$ cat src/inc/cca_params.svh
`ifndef CCA_PARAMS_SVH
`define CCA_PARAMS_SVH

// ----------------------------------------
// Register offsets
// ----------------------------------------
`define CCA_REG_ACC 4'h0
`define CCA_REG_X 4'h1
`define CCA_REG_Y 4'h2
`define CCA_REG_STATUS 4'h3
`define CCA_REG_IMM 4'h4
`define CCA_REG_ADDR_LO 4'h5
`define CCA_REG_ADDR_HI 4'h6
`define CCA_REG_MODE 4'h7
`define CCA_REG_CMD 4'h8
`define CCA_REG_RESULT 4'h9

// ----------------------------------------
// Field positions
// ----------------------------------------
`define CCA_ST_N 7
`define CCA_ST_V 6
`define CCA_ST_Z 1
`define CCA_ST_C 0
`define CCA_CMD_BUSY 7

// ----------------------------------------
// Reset values
// ----------------------------------------
`define CCA_RST_BYTE 8'h00
`define CCA_RST_FLAG 1'b0

`endif

$ cat src/inc/cca_pkg.sv
package cca_pkg;

	// ----------------------------------------
	// Types
	// ----------------------------------------
	typedef logic [7:0] cca_byte_t;

	typedef enum logic [4:0] {
		op_add_with_carry,
		op_subtract_with_borrow,
		op_and_acc,
		op_inclusive_or_accumulate,
		op_exclusive_or,
		op_bit_test,
		op_compare_accumulator,
		op_compare_x_index,
		op_compare_y_index,
		op_memory_plus_one,
		op_memory_minus_one,
		op_x_index_plus_one,
		op_x_index_minus_one,
		op_y_index_plus_one,
		op_y_index_minus_one,
		op_clear_carry_op,
		op_set_carry_op,
		op_none
	} cca_op_e;

	typedef enum logic [1:0] {
		mode_immediate,
		mode_zero_page,
		mode_absolute
	} cca_mode_e;

	typedef enum logic [2:0] {
		st_idle,
		st_read,
		st_capture,
		st_exec,
		st_write
	} cca_state_e;

	// ----------------------------------------
	// Decoding
	// ----------------------------------------
	function automatic logic uses_memory(input cca_op_e op);
		return op <= op_memory_minus_one;
	endfunction

	function automatic logic is_rmw(input cca_op_e op);
		return (op == op_memory_plus_one) || (op == op_memory_minus_one);
	endfunction

endpackage

$ cat src/cca_top.sv
`timescale 1ns/1ps
`include "cca_params.svh"

// Notes on behaviour
// RULE_01: Memory increment reads the byte, adds one, writes it back to that address.
// RULE_02: Counter results stay eight bits; 255 plus one wraps to 0.
// RULE_03: Index increments use no operand address; they add one to X or Y.
// RULE_04: Memory increment supports absolute mode with a full 16-bit address; mem_addr carries only its low MEM_AW bits, all 16 only when MEM_AW is 16.
// RULE_05: Decrements mirror increments but subtract one from the target.
// RULE_06: Compare subtracts operand from register for flags only; nothing is written.
// RULE_07: Three compares use accumulator, X or Y as the register operand.
// RULE_08: Each compare accepts immediate, zero-page and absolute operands.
// RULE_09: The accumulator receives every add, subtract, AND, inclusive or and exclusive or result.
// RULE_10: Add forms accumulator plus operand plus carry into the accumulator.
// RULE_11: Subtract removes operand and borrow (inverse carry) from the accumulator.
// RULE_12: AND combines accumulator and operand bitwise into the accumulator.
// RULE_13: Exclusive or gives one where exactly one bit is one.
// RULE_14: Inclusive or combines operand and accumulator bitwise into the accumulator.
// RULE_15: Bit test copies operand bit 7 to negative and bit 6 to overflow.
// RULE_16: Software should clear carry before an addition.
// RULE_17: Software should set carry before a subtraction.
// RULE_18: Bit test sets zero when accumulator AND operand is zero.
// RULE_19: Bit test leaves the accumulator, X and Y unchanged.
// RULE_20: Compare sets zero on equal, carry on unsigned greater or equal, negative from bit 7.
// RULE_21: Counter and logical results set zero and negative from the result.

module cca_top #(
	parameter int MEM_AW = 16
) (
	input logic clk,
	input logic rst,
	input logic [3:0] reg_addr,
	input logic [7:0] reg_wdata,
	input logic reg_wr,
	input logic reg_rd,
	output logic [7:0] reg_rdata,
	output logic [MEM_AW-1:0] mem_addr,
	output logic mem_rd,
	output logic mem_wr,
	output logic [7:0] mem_wdata,
	input logic [7:0] mem_rdata,
	output logic busy
);

	// ----------------------------------------
	// Parameter check
	// ----------------------------------------
	if (MEM_AW < 9 || MEM_AW > 16) begin : g_bad_width
		$error("MEM_AW must lie between 9 and 16");
	end

	// ----------------------------------------
	// State
	// ----------------------------------------
	cca_pkg::cca_state_e state, next_state;
	cca_pkg::cca_op_e op, next_op;
	cca_pkg::cca_mode_e mode, next_mode;
	cca_pkg::cca_byte_t acc, x_idx, y_idx, imm, addr_lo, addr_hi, fetched, result;
	cca_pkg::cca_byte_t next_acc, next_x_idx, next_y_idx, next_imm, next_addr_lo;
	cca_pkg::cca_byte_t next_addr_hi, next_fetched, next_result, next_mem_wdata, next_reg_rdata;
	logic flag_n, flag_v, flag_z, flag_c;
	logic next_flag_n, next_flag_v, next_flag_z, next_flag_c;
	logic next_mem_rd, next_mem_wr, next_busy;
	logic [MEM_AW-1:0] next_mem_addr;

	// ----------------------------------------
	// Command decode and operand selection
	// ----------------------------------------
	cca_pkg::cca_op_e cmd_op;
	logic cmd_start, cmd_fetch;
	logic [15:0] eff_addr;
	cca_pkg::cca_byte_t opv, alu_res;
	logic alu_n, alu_v, alu_z, alu_c;
	logic wr_a, wr_x, wr_y, wr_mem, upd_nz, upd_v, upd_c;

	assign cmd_op = cca_pkg::cca_op_e'(reg_wdata[4:0]);
	// Counter ops on memory have no immediate form, so such a command never starts.
	assign cmd_start = reg_wr && (reg_addr == `CCA_REG_CMD) && (state == cca_pkg::st_idle) &&
		(reg_wdata[4:0] <= cca_pkg::op_set_carry_op) &&
		!(cca_pkg::is_rmw(cmd_op) && (mode == cca_pkg::mode_immediate));
	assign cmd_fetch = cca_pkg::uses_memory(cmd_op) && (mode != cca_pkg::mode_immediate); // RULE_08
	assign eff_addr = (mode == cca_pkg::mode_zero_page) ? {8'h00, addr_lo} : {addr_hi, addr_lo}; // RULE_04
	assign opv = (mode == cca_pkg::mode_immediate) ? imm : fetched;

	cca_alu u_alu (
		.op(op),
		.a(acc),
		.x(x_idx),
		.y(y_idx),
		.opv(opv),
		.c_in(flag_c),
		.res(alu_res),
		.n(alu_n),
		.v(alu_v),
		.z(alu_z),
		.c(alu_c),
		.wr_a(wr_a),
		.wr_x(wr_x),
		.wr_y(wr_y),
		.wr_mem(wr_mem),
		.upd_nz(upd_nz),
		.upd_v(upd_v),
		.upd_c(upd_c)
	);

	// ----------------------------------------
	// Sequencer and register file
	// ----------------------------------------
	always_comb begin
		next_state = state;
		next_op = op;
		next_mode = mode;
		next_acc = acc;
		next_x_idx = x_idx;
		next_y_idx = y_idx;
		next_imm = imm;
		next_addr_lo = addr_lo;
		next_addr_hi = addr_hi;
		next_fetched = fetched;
		next_result = result;
		next_flag_n = flag_n;
		next_flag_v = flag_v;
		next_flag_z = flag_z;
		next_flag_c = flag_c;
		next_mem_rd = 1'b0;
		next_mem_wr = 1'b0;
		next_mem_addr = mem_addr;
		next_mem_wdata = mem_wdata;
		next_busy = busy;
		unique case (state)
			cca_pkg::st_idle: begin
				// Writes during an operation are dropped so operands cannot shift under it.
				if (reg_wr) begin
					case (reg_addr)
						`CCA_REG_ACC: next_acc = reg_wdata;
						`CCA_REG_X: next_x_idx = reg_wdata;
						`CCA_REG_Y: next_y_idx = reg_wdata;
						`CCA_REG_STATUS: begin
							next_flag_n = reg_wdata[`CCA_ST_N];
							next_flag_v = reg_wdata[`CCA_ST_V];
							next_flag_z = reg_wdata[`CCA_ST_Z];
							next_flag_c = reg_wdata[`CCA_ST_C];
						end
						`CCA_REG_IMM: next_imm = reg_wdata;
						`CCA_REG_ADDR_LO: next_addr_lo = reg_wdata;
						`CCA_REG_ADDR_HI: next_addr_hi = reg_wdata;
						`CCA_REG_MODE: begin
							if (reg_wdata[1:0] <= cca_pkg::mode_absolute) begin
								next_mode = cca_pkg::cca_mode_e'(reg_wdata[1:0]);
							end
						end
						default: begin
							next_busy = busy;
						end
					endcase
				end
				if (cmd_start) begin
					next_op = cmd_op;
					next_busy = 1'b1;
					if (cmd_fetch) begin
						next_mem_rd = 1'b1; // RULE_01
						next_mem_addr = eff_addr[MEM_AW-1:0];
						next_state = cca_pkg::st_read;
					end else begin
						next_state = cca_pkg::st_exec; // RULE_03
					end
				end
			end
			cca_pkg::st_read: begin
				next_state = cca_pkg::st_capture;
			end
			cca_pkg::st_capture: begin
				next_fetched = mem_rdata;
				next_state = cca_pkg::st_exec;
			end
			cca_pkg::st_exec: begin
				next_result = alu_res;
				if (wr_a) begin
					next_acc = alu_res; // RULE_09
				end
				if (wr_x) begin
					next_x_idx = alu_res;
				end
				if (wr_y) begin
					next_y_idx = alu_res;
				end
				if (upd_nz) begin
					next_flag_n = alu_n; // RULE_21
					next_flag_z = alu_z; // RULE_20
				end
				if (upd_v) begin
					next_flag_v = alu_v;
				end
				if (upd_c) begin
					next_flag_c = alu_c;
				end
				if (wr_mem) begin
					next_mem_wr = 1'b1; // RULE_01
					next_mem_wdata = alu_res;
					next_state = cca_pkg::st_write;
				end else begin
					next_busy = 1'b0;
					next_state = cca_pkg::st_idle;
				end
			end
			cca_pkg::st_write: begin
				next_busy = 1'b0;
				next_state = cca_pkg::st_idle;
			end
			default: begin
				next_busy = 1'b0;
				next_state = cca_pkg::st_idle;
			end
		endcase
	end

	always_ff @(posedge clk) begin
		if (rst) begin
			state <= cca_pkg::st_idle;
			op <= cca_pkg::op_none;
			mode <= cca_pkg::mode_immediate;
			acc <= `CCA_RST_BYTE;
			x_idx <= `CCA_RST_BYTE;
			y_idx <= `CCA_RST_BYTE;
			imm <= `CCA_RST_BYTE;
			addr_lo <= `CCA_RST_BYTE;
			addr_hi <= `CCA_RST_BYTE;
			fetched <= `CCA_RST_BYTE;
			result <= `CCA_RST_BYTE;
			flag_n <= `CCA_RST_FLAG;
			flag_v <= `CCA_RST_FLAG;
			flag_z <= `CCA_RST_FLAG;
			flag_c <= `CCA_RST_FLAG;
			mem_rd <= 1'b0;
			mem_wr <= 1'b0;
			mem_addr <= '0;
			mem_wdata <= `CCA_RST_BYTE;
			busy <= 1'b0;
		end else begin
			state <= next_state;
			op <= next_op;
			mode <= next_mode;
			acc <= next_acc;
			x_idx <= next_x_idx;
			y_idx <= next_y_idx;
			imm <= next_imm;
			addr_lo <= next_addr_lo;
			addr_hi <= next_addr_hi;
			fetched <= next_fetched;
			result <= next_result;
			flag_n <= next_flag_n;
			flag_v <= next_flag_v;
			flag_z <= next_flag_z;
			flag_c <= next_flag_c;
			mem_rd <= next_mem_rd;
			mem_wr <= next_mem_wr;
			mem_addr <= next_mem_addr;
			mem_wdata <= next_mem_wdata;
			busy <= next_busy;
		end
	end

	// ----------------------------------------
	// Read port
	// ----------------------------------------
	always_comb begin
		next_reg_rdata = 8'h00;
		if (reg_rd) begin
			case (reg_addr)
				`CCA_REG_ACC: next_reg_rdata = acc;
				`CCA_REG_X: next_reg_rdata = x_idx;
				`CCA_REG_Y: next_reg_rdata = y_idx;
				`CCA_REG_STATUS: begin
					next_reg_rdata[`CCA_ST_N] = flag_n;
					next_reg_rdata[`CCA_ST_V] = flag_v;
					next_reg_rdata[`CCA_ST_Z] = flag_z;
					next_reg_rdata[`CCA_ST_C] = flag_c;
				end
				`CCA_REG_IMM: next_reg_rdata = imm;
				`CCA_REG_ADDR_LO: next_reg_rdata = addr_lo;
				`CCA_REG_ADDR_HI: next_reg_rdata = addr_hi;
				`CCA_REG_MODE: next_reg_rdata[1:0] = mode;
				`CCA_REG_CMD: begin
					next_reg_rdata[4:0] = op;
					next_reg_rdata[`CCA_CMD_BUSY] = busy;
				end
				`CCA_REG_RESULT: next_reg_rdata = result;
				default: next_reg_rdata = 8'h00;
			endcase
		end
	end

	always_ff @(posedge clk) begin
		if (rst) begin
			reg_rdata <= 8'h00;
		end else begin
			reg_rdata <= next_reg_rdata;
		end
	end

	// ----------------------------------------
	// Checks
	// ----------------------------------------
	logic in_exec;
	assign in_exec = state == cca_pkg::st_exec;
endmodule

$ cat src/cca_alu.sv
`timescale 1ns/1ps

module cca_alu (
	input logic [4:0] op,
	input logic [7:0] a,
	input logic [7:0] x,
	input logic [7:0] y,
	input logic [7:0] opv,
	input logic c_in,
	output logic [7:0] res,
	output logic n,
	output logic v,
	output logic z,
	output logic c,
	output logic wr_a,
	output logic wr_x,
	output logic wr_y,
	output logic wr_mem,
	output logic upd_nz,
	output logic upd_v,
	output logic upd_c
);

	// ----------------------------------------
	// Helpers
	// ----------------------------------------
	function automatic logic is_zero(input logic [7:0] b);
		return b == 8'h00;
	endfunction

	// ----------------------------------------
	// Operations
	// ----------------------------------------
	always_comb begin
		logic [8:0] sum;
		logic [7:0] reg_op;
		cca_pkg::cca_op_e opc;
		sum = 9'h000;
		reg_op = a;
		opc = cca_pkg::cca_op_e'(op);
		res = a;
		v = 1'b0;
		c = c_in;
		wr_a = 1'b0;
		wr_x = 1'b0;
		wr_y = 1'b0;
		wr_mem = 1'b0;
		upd_nz = 1'b0;
		upd_v = 1'b0;
		upd_c = 1'b0;
		unique case (opc)
			cca_pkg::op_add_with_carry: begin
				sum = {1'b0, a} + {1'b0, opv} + {8'h00, c_in}; // RULE_10
				res = sum[7:0];
				c = sum[8];
				v = (a[7] == opv[7]) && (res[7] != a[7]);
				wr_a = 1'b1; // RULE_09
				{upd_nz, upd_v, upd_c} = 3'h7;
			end
			cca_pkg::op_subtract_with_borrow: begin
				// Carry set means no borrow pending, so the sum of the complement is exact.
				sum = {1'b0, a} + {1'b0, ~opv} + {8'h00, c_in}; // RULE_11
				res = sum[7:0];
				c = sum[8];
				v = (a[7] != opv[7]) && (res[7] != a[7]);
				wr_a = 1'b1;
				{upd_nz, upd_v, upd_c} = 3'h7;
			end
			cca_pkg::op_and_acc: begin
				res = a & opv; // RULE_12
				wr_a = 1'b1;
				upd_nz = 1'b1;
			end
			cca_pkg::op_inclusive_or_accumulate: begin
				res = a | opv; // RULE_14
				wr_a = 1'b1;
				upd_nz = 1'b1;
			end
			cca_pkg::op_exclusive_or: begin
				res = a ^ opv; // RULE_13
				wr_a = 1'b1;
				upd_nz = 1'b1;
			end
			cca_pkg::op_bit_test: begin
				res = a & opv; // RULE_19
				upd_nz = 1'b1;
				upd_v = 1'b1;
				v = opv[6]; // RULE_15
			end
			cca_pkg::op_compare_accumulator, cca_pkg::op_compare_x_index,
			cca_pkg::op_compare_y_index: begin
				reg_op = (opc == cca_pkg::op_compare_x_index) ? x :
					(opc == cca_pkg::op_compare_y_index) ? y : a; // RULE_07
				sum = {1'b0, reg_op} + {1'b0, ~opv} + 9'h001; // RULE_06
				res = sum[7:0];
				c = sum[8]; // RULE_20
				upd_nz = 1'b1;
				upd_c = 1'b1;
			end
			cca_pkg::op_memory_plus_one, cca_pkg::op_memory_minus_one: begin
				res = (opc == cca_pkg::op_memory_plus_one) ? opv + 8'h01 : opv - 8'h01; // RULE_02
				wr_mem = 1'b1; // RULE_05
				upd_nz = 1'b1;
			end
			cca_pkg::op_x_index_plus_one, cca_pkg::op_x_index_minus_one: begin
				res = (opc == cca_pkg::op_x_index_plus_one) ? x + 8'h01 : x - 8'h01; // RULE_03
				wr_x = 1'b1;
				upd_nz = 1'b1;
			end
			cca_pkg::op_y_index_plus_one, cca_pkg::op_y_index_minus_one: begin
				res = (opc == cca_pkg::op_y_index_plus_one) ? y + 8'h01 : y - 8'h01; // RULE_03
				wr_y = 1'b1;
				upd_nz = 1'b1;
			end
			cca_pkg::op_clear_carry_op: begin
				c = 1'b0;
				upd_c = 1'b1;
			end
			cca_pkg::op_set_carry_op: begin
				c = 1'b1;
				upd_c = 1'b1;
			end
			default: begin
				res = a;
			end
		endcase
		n = (opc == cca_pkg::op_bit_test) ? opv[7] : res[7]; // RULE_21
		z = is_zero(res); // RULE_18
	end

endmodule

$ cat config.mk
export PLATFORM = sky130hd
export DESIGN_NAME = cca_top
export DESIGN_NICKNAME = d
export VERILOG_FILES = /design/src/inc/cca_pkg.sv /design/src/cca_top.sv /design/src/cca_alu.sv
export VERILOG_INCLUDE_DIRS = /design/src /design/src/inc
export SDC_FILE = /design/constraint.sdc
export NUM_CORES = 1
export LEC_CHECK = 0
export BUFFER_PORTS_ARGS = -buffer_cell sky130_fd_sc_hd__buf_2
export CORE_UTILIZATION = 60
export CTS_CLUSTER_SIZE = 20
export DETAILED_ROUTE_END_ITERATION = 8
export HOLD_SLACK_MARGIN = 0.05
export PLACE_DENSITY = 0.8
export SYNTH_ARGS = -nofsm -noshare
export SYNTH_HDL_FRONTEND = slang
export SYNTH_SLANG_ARGS = --single-unit
$ cat constraint.sdc
create_clock -name clk -period 5.5 [get_ports clk]
set_input_delay 1.1 -clock clk [delete_from_list [all_inputs] [get_ports clk]]
set_output_delay 1.1 -clock clk [all_outputs]
set_load 0.1 [all_outputs]
==> run metrics <==
status finished clean; R2R cell count 17; Worst-path clk slew 0.05 ns; Max IR drop VDD 0.000231 V; Hold-fix buffers, CTS 0; leakage power 0.00352 uW; met3 wire length 3.70 mm; number of flops mapped to enable cells by yosys 0; CTS tree built; post-synthesis sequential area ratio between 20 and 30%; Met1 Wirelength 11.4 mm; max-cap violation count 0; port bufs 58; RSZ-0062 raised after global routing no; crit-path leading delay family compound AO/OA/AOI/OAI gates; worst slew pin tran around 1.2 ns; share of layout cells above drive strength 1 11.7%; Setup WS pre-CTS roughly 0.9 ns; Worst Hold Launch mem_addr[14]; Clock Skew 0.00490 ns; CP Capture Point y_idx[6]; final hold viol count 0; critical path required time 5.83 ns; setup ws final 0.745 ns; postcts setup bufs 0; Data arrival, critical path 5.08 ns; number of vias per cell 6.61; total grt overflow 0; Clock Root Buffer clkbuf_16; hold path depth 2; critical path depth 17; Top Layer Used met5; power density over the cells 231 nW/um2; CP startpoint kind flip-flop; row count 41; CP Class reg2reg; worst path buffer plus inverter count 1; largest net degree at the start of global routing 70; DRC Markers 0; DP HPWL 20.2 mm; most common cell after layout, fill and taps aside nand2_1; Syn Area/Cell roughly 7.7 um2; Final period util between 80% and 90%; critical path fanouts, max 6; Die W 118 um; Routed Antenna Nets 0; Die Y 118 um; CTS Buf Count 17; GRT Util Overall between 30% and 40%; fin. max-slew vios 0; CP Capture Type flip-flop; cells after synthesis around 1,000; Post-Syn Nets 1,126; share of synthesized registers carrying an async set or reset 0%; crit path time final about 4.8 ns; CP Launch Point mode[0]; Die ar. 13,900 um2; initial antenna violation count 1; Placer Congestion 1.03; H-tree depth 4; Clock Sinks 113; CORE AREA 12,800 um2; Synth Flop Type dfxtp_1; first-pass GRT wire length 41.8 mm; Highest Clock Rate between 0.2 and 0.25 GHz; Final TNS setup 0 ns; Critical Path Max Stage Delay 0.45 ns; clock latency on the worst-skew pair approximately 0.4 ns; CTS resizes 0; relative max-transition margin 21.1%; met2 WL 11.2 mm; Netlist cell types 85; wire per inst 21.7 um; Slowest cell on crit path o31ai_1; r2r startpoint mode[0]; R2R Setup Slk 0.75 ns; drt total wl between 20 and 30 mm; Hold Crit Class reg2reg; Ys Warns 0; First-pass DRT Iterations 8; commonest cells after routing, fill and taps aside nand2_1 (132), nor2_1 (119), dfxtp_1 (113), a21oi_1 (109), buf_2 (57); antenna fix cells 0; via count between 8,000 and 9,000; number of synthesized register bits about 110; starting density of the core 62.7%; vias in the first global route 7,381; Top Ports between 50 and 60; Final setup viols 0; Layout area overhead 10.7%; cell area after synthesis 8040 um2; Cell Chain, Critical Path o21ai_0, and2_1, inv_1, ha_1, or2_2, ha_1, a21o_1, fa_1, nor2b_1, o311a_1, o31ai_1, a221oi_1, o221a_1, a32oi_2, nand2_1, and2_1, a211oi_1; Max Root-Sink Buffers 2; DR iter-0 viols 1,488; Final nets 1,153; Reg2Reg Capture Point y_idx[6]
power breakdown:
group	internal [uW]	total, uW	switching [uW]
Combinational	76.8	225	148
Sequential	830	846	15.7
Clock	631	991	360
Total	1540	2060	524
cells in the mapped netlist, drive strengths merged, types with 5 or more instances:
cell	number	share of area, %
nand3	45	2.8
clkbuf	41	1.9
nor2b	17	1.3
nor2	120	5.7
nor3	18	1.1
o21ai	37	2.3
nand3b	6	0.56
o31ai	6	0.56
xnor2	21	2.3
o21a	7	0.65
dfxtp	113	28
a311oi	7	0.76
or3	7	0.61
a21oi	110	6.9
a211oi	28	2.8
inv	38	1.8
a22oi	7	0.82
buf	22	1.4
o221ai	5	0.54
o22ai	13	1.0
nand2b	12	1.0
and3	5	0.39
a21o	10	0.93
a221oi	8	0.95
nand2	132	6.2
mux2	6	0.84
a2111oi	5	0.86
nor4	9	0.70
mux2i	36	4.5
fa	7	1.7
and2	12	0.93
xor2	11	1.2
a31oi	12	0.93
nor3b	5	0.47
ha	49	7.6
final cells by class:
class / instances / area, um2
multi-input cells: 831 / 5360
fillers: 1079 / 3920
flip-flops and latches: 113 / 2260
clock buffers: 22 / 464
repair buffers: 71 / 390
well taps: 172 / 215
inverters: 39 / 148
clock inverters: 7 / 62.6
sequential cells by signal, summed over array words and instances (netlist names), 2 cells and up:
signal     flops
op             5
mem_wdata      8
result         8
y_idx          8
mem_addr      16
acc            8
mode           2
imm            8
addr_lo        8
x_idx          8
reg_rdata      8
addr_hi        8
state          3
fetched        8
worst register-to-register path: stages (launching register included):
cell and delay [ns]:
dfxtp_1 0.37, o21ai_0 0.37, and2_1 0.36, inv_1 0.12
ha_1 0.20, or2_2 0.29, ha_1 0.20, a21o_1 0.17
fa_1 0.39, nor2b_1 0.16, o311a_1 0.31, o31ai_1 0.45
a221oi_1 0.16, o221a_1 0.29, a32oi_2 0.31, nand2_1 0.12
and2_1 0.18, a211oi_1 0.22
logic make-up (layout without fill, tap and decap cells):
| family | count (synthesis) | after routing | share of synthesized area, % |
|---|---|---|---|
| AND/OR/NAND/NOR | 401 | 401 | 23.0 |
| AO/OA/AOI/OAI | 298 | 298 | 25.1 |
| flip-flops | 113 | 113 | 28.1 |
| buffers and inverters | 102 | 139 | 5.20 |
| adder cells (fa/ha/maj) | 57 | 57 | 9.49 |
| multiplexers | 43 | 43 | 5.65 |
| XOR/XNOR | 32 | 32 | 3.48 |
per-layer routing:
| metal | global-route usage [%] | up-vias |
|---|---|---|
| li1 | - | 3821 |
| met1 | 55.8 | 3803 |
| met2 | 55.6 | 597 |
| met3 | 11.1 | 75 |
| met4 | 13.4 | 2 |
| met5 | 0 | - |
metrics by stage:
step	instances	hold slack [ns]	cell area (um2)	utilization (%)	total power (uW)
4_1_cts	1255	0.450	8910	69.4	2050
3_3_place_gp	1226	0.437	8380	65.3	1070
2_1_floorplan	1046	0.433	8040	-	1010
5_1_grt	1255	0.459	8910	69.4	2110
6_report	1255	0.447	8910	69.4	2060
3_5_place_dp	1226	0.443	8380	65.3	1080
worst min path at each step:
| stage | to | slack [ns] |
|---|---|---|
| 6_report | mem_addr[14] | 0.45 |
| 4_1_cts | mem_addr[15] | 0.45 |
| 3_3_place_gp | mem_addr[4] | 0.44 |
| 5_1_grt | mem_addr[15] | 0.46 |
| 2_1_floorplan | fetched[0] | 0.43 |
| 3_5_place_dp | mem_addr[15] | 0.44 |
(Power assumes the default switching activity.)
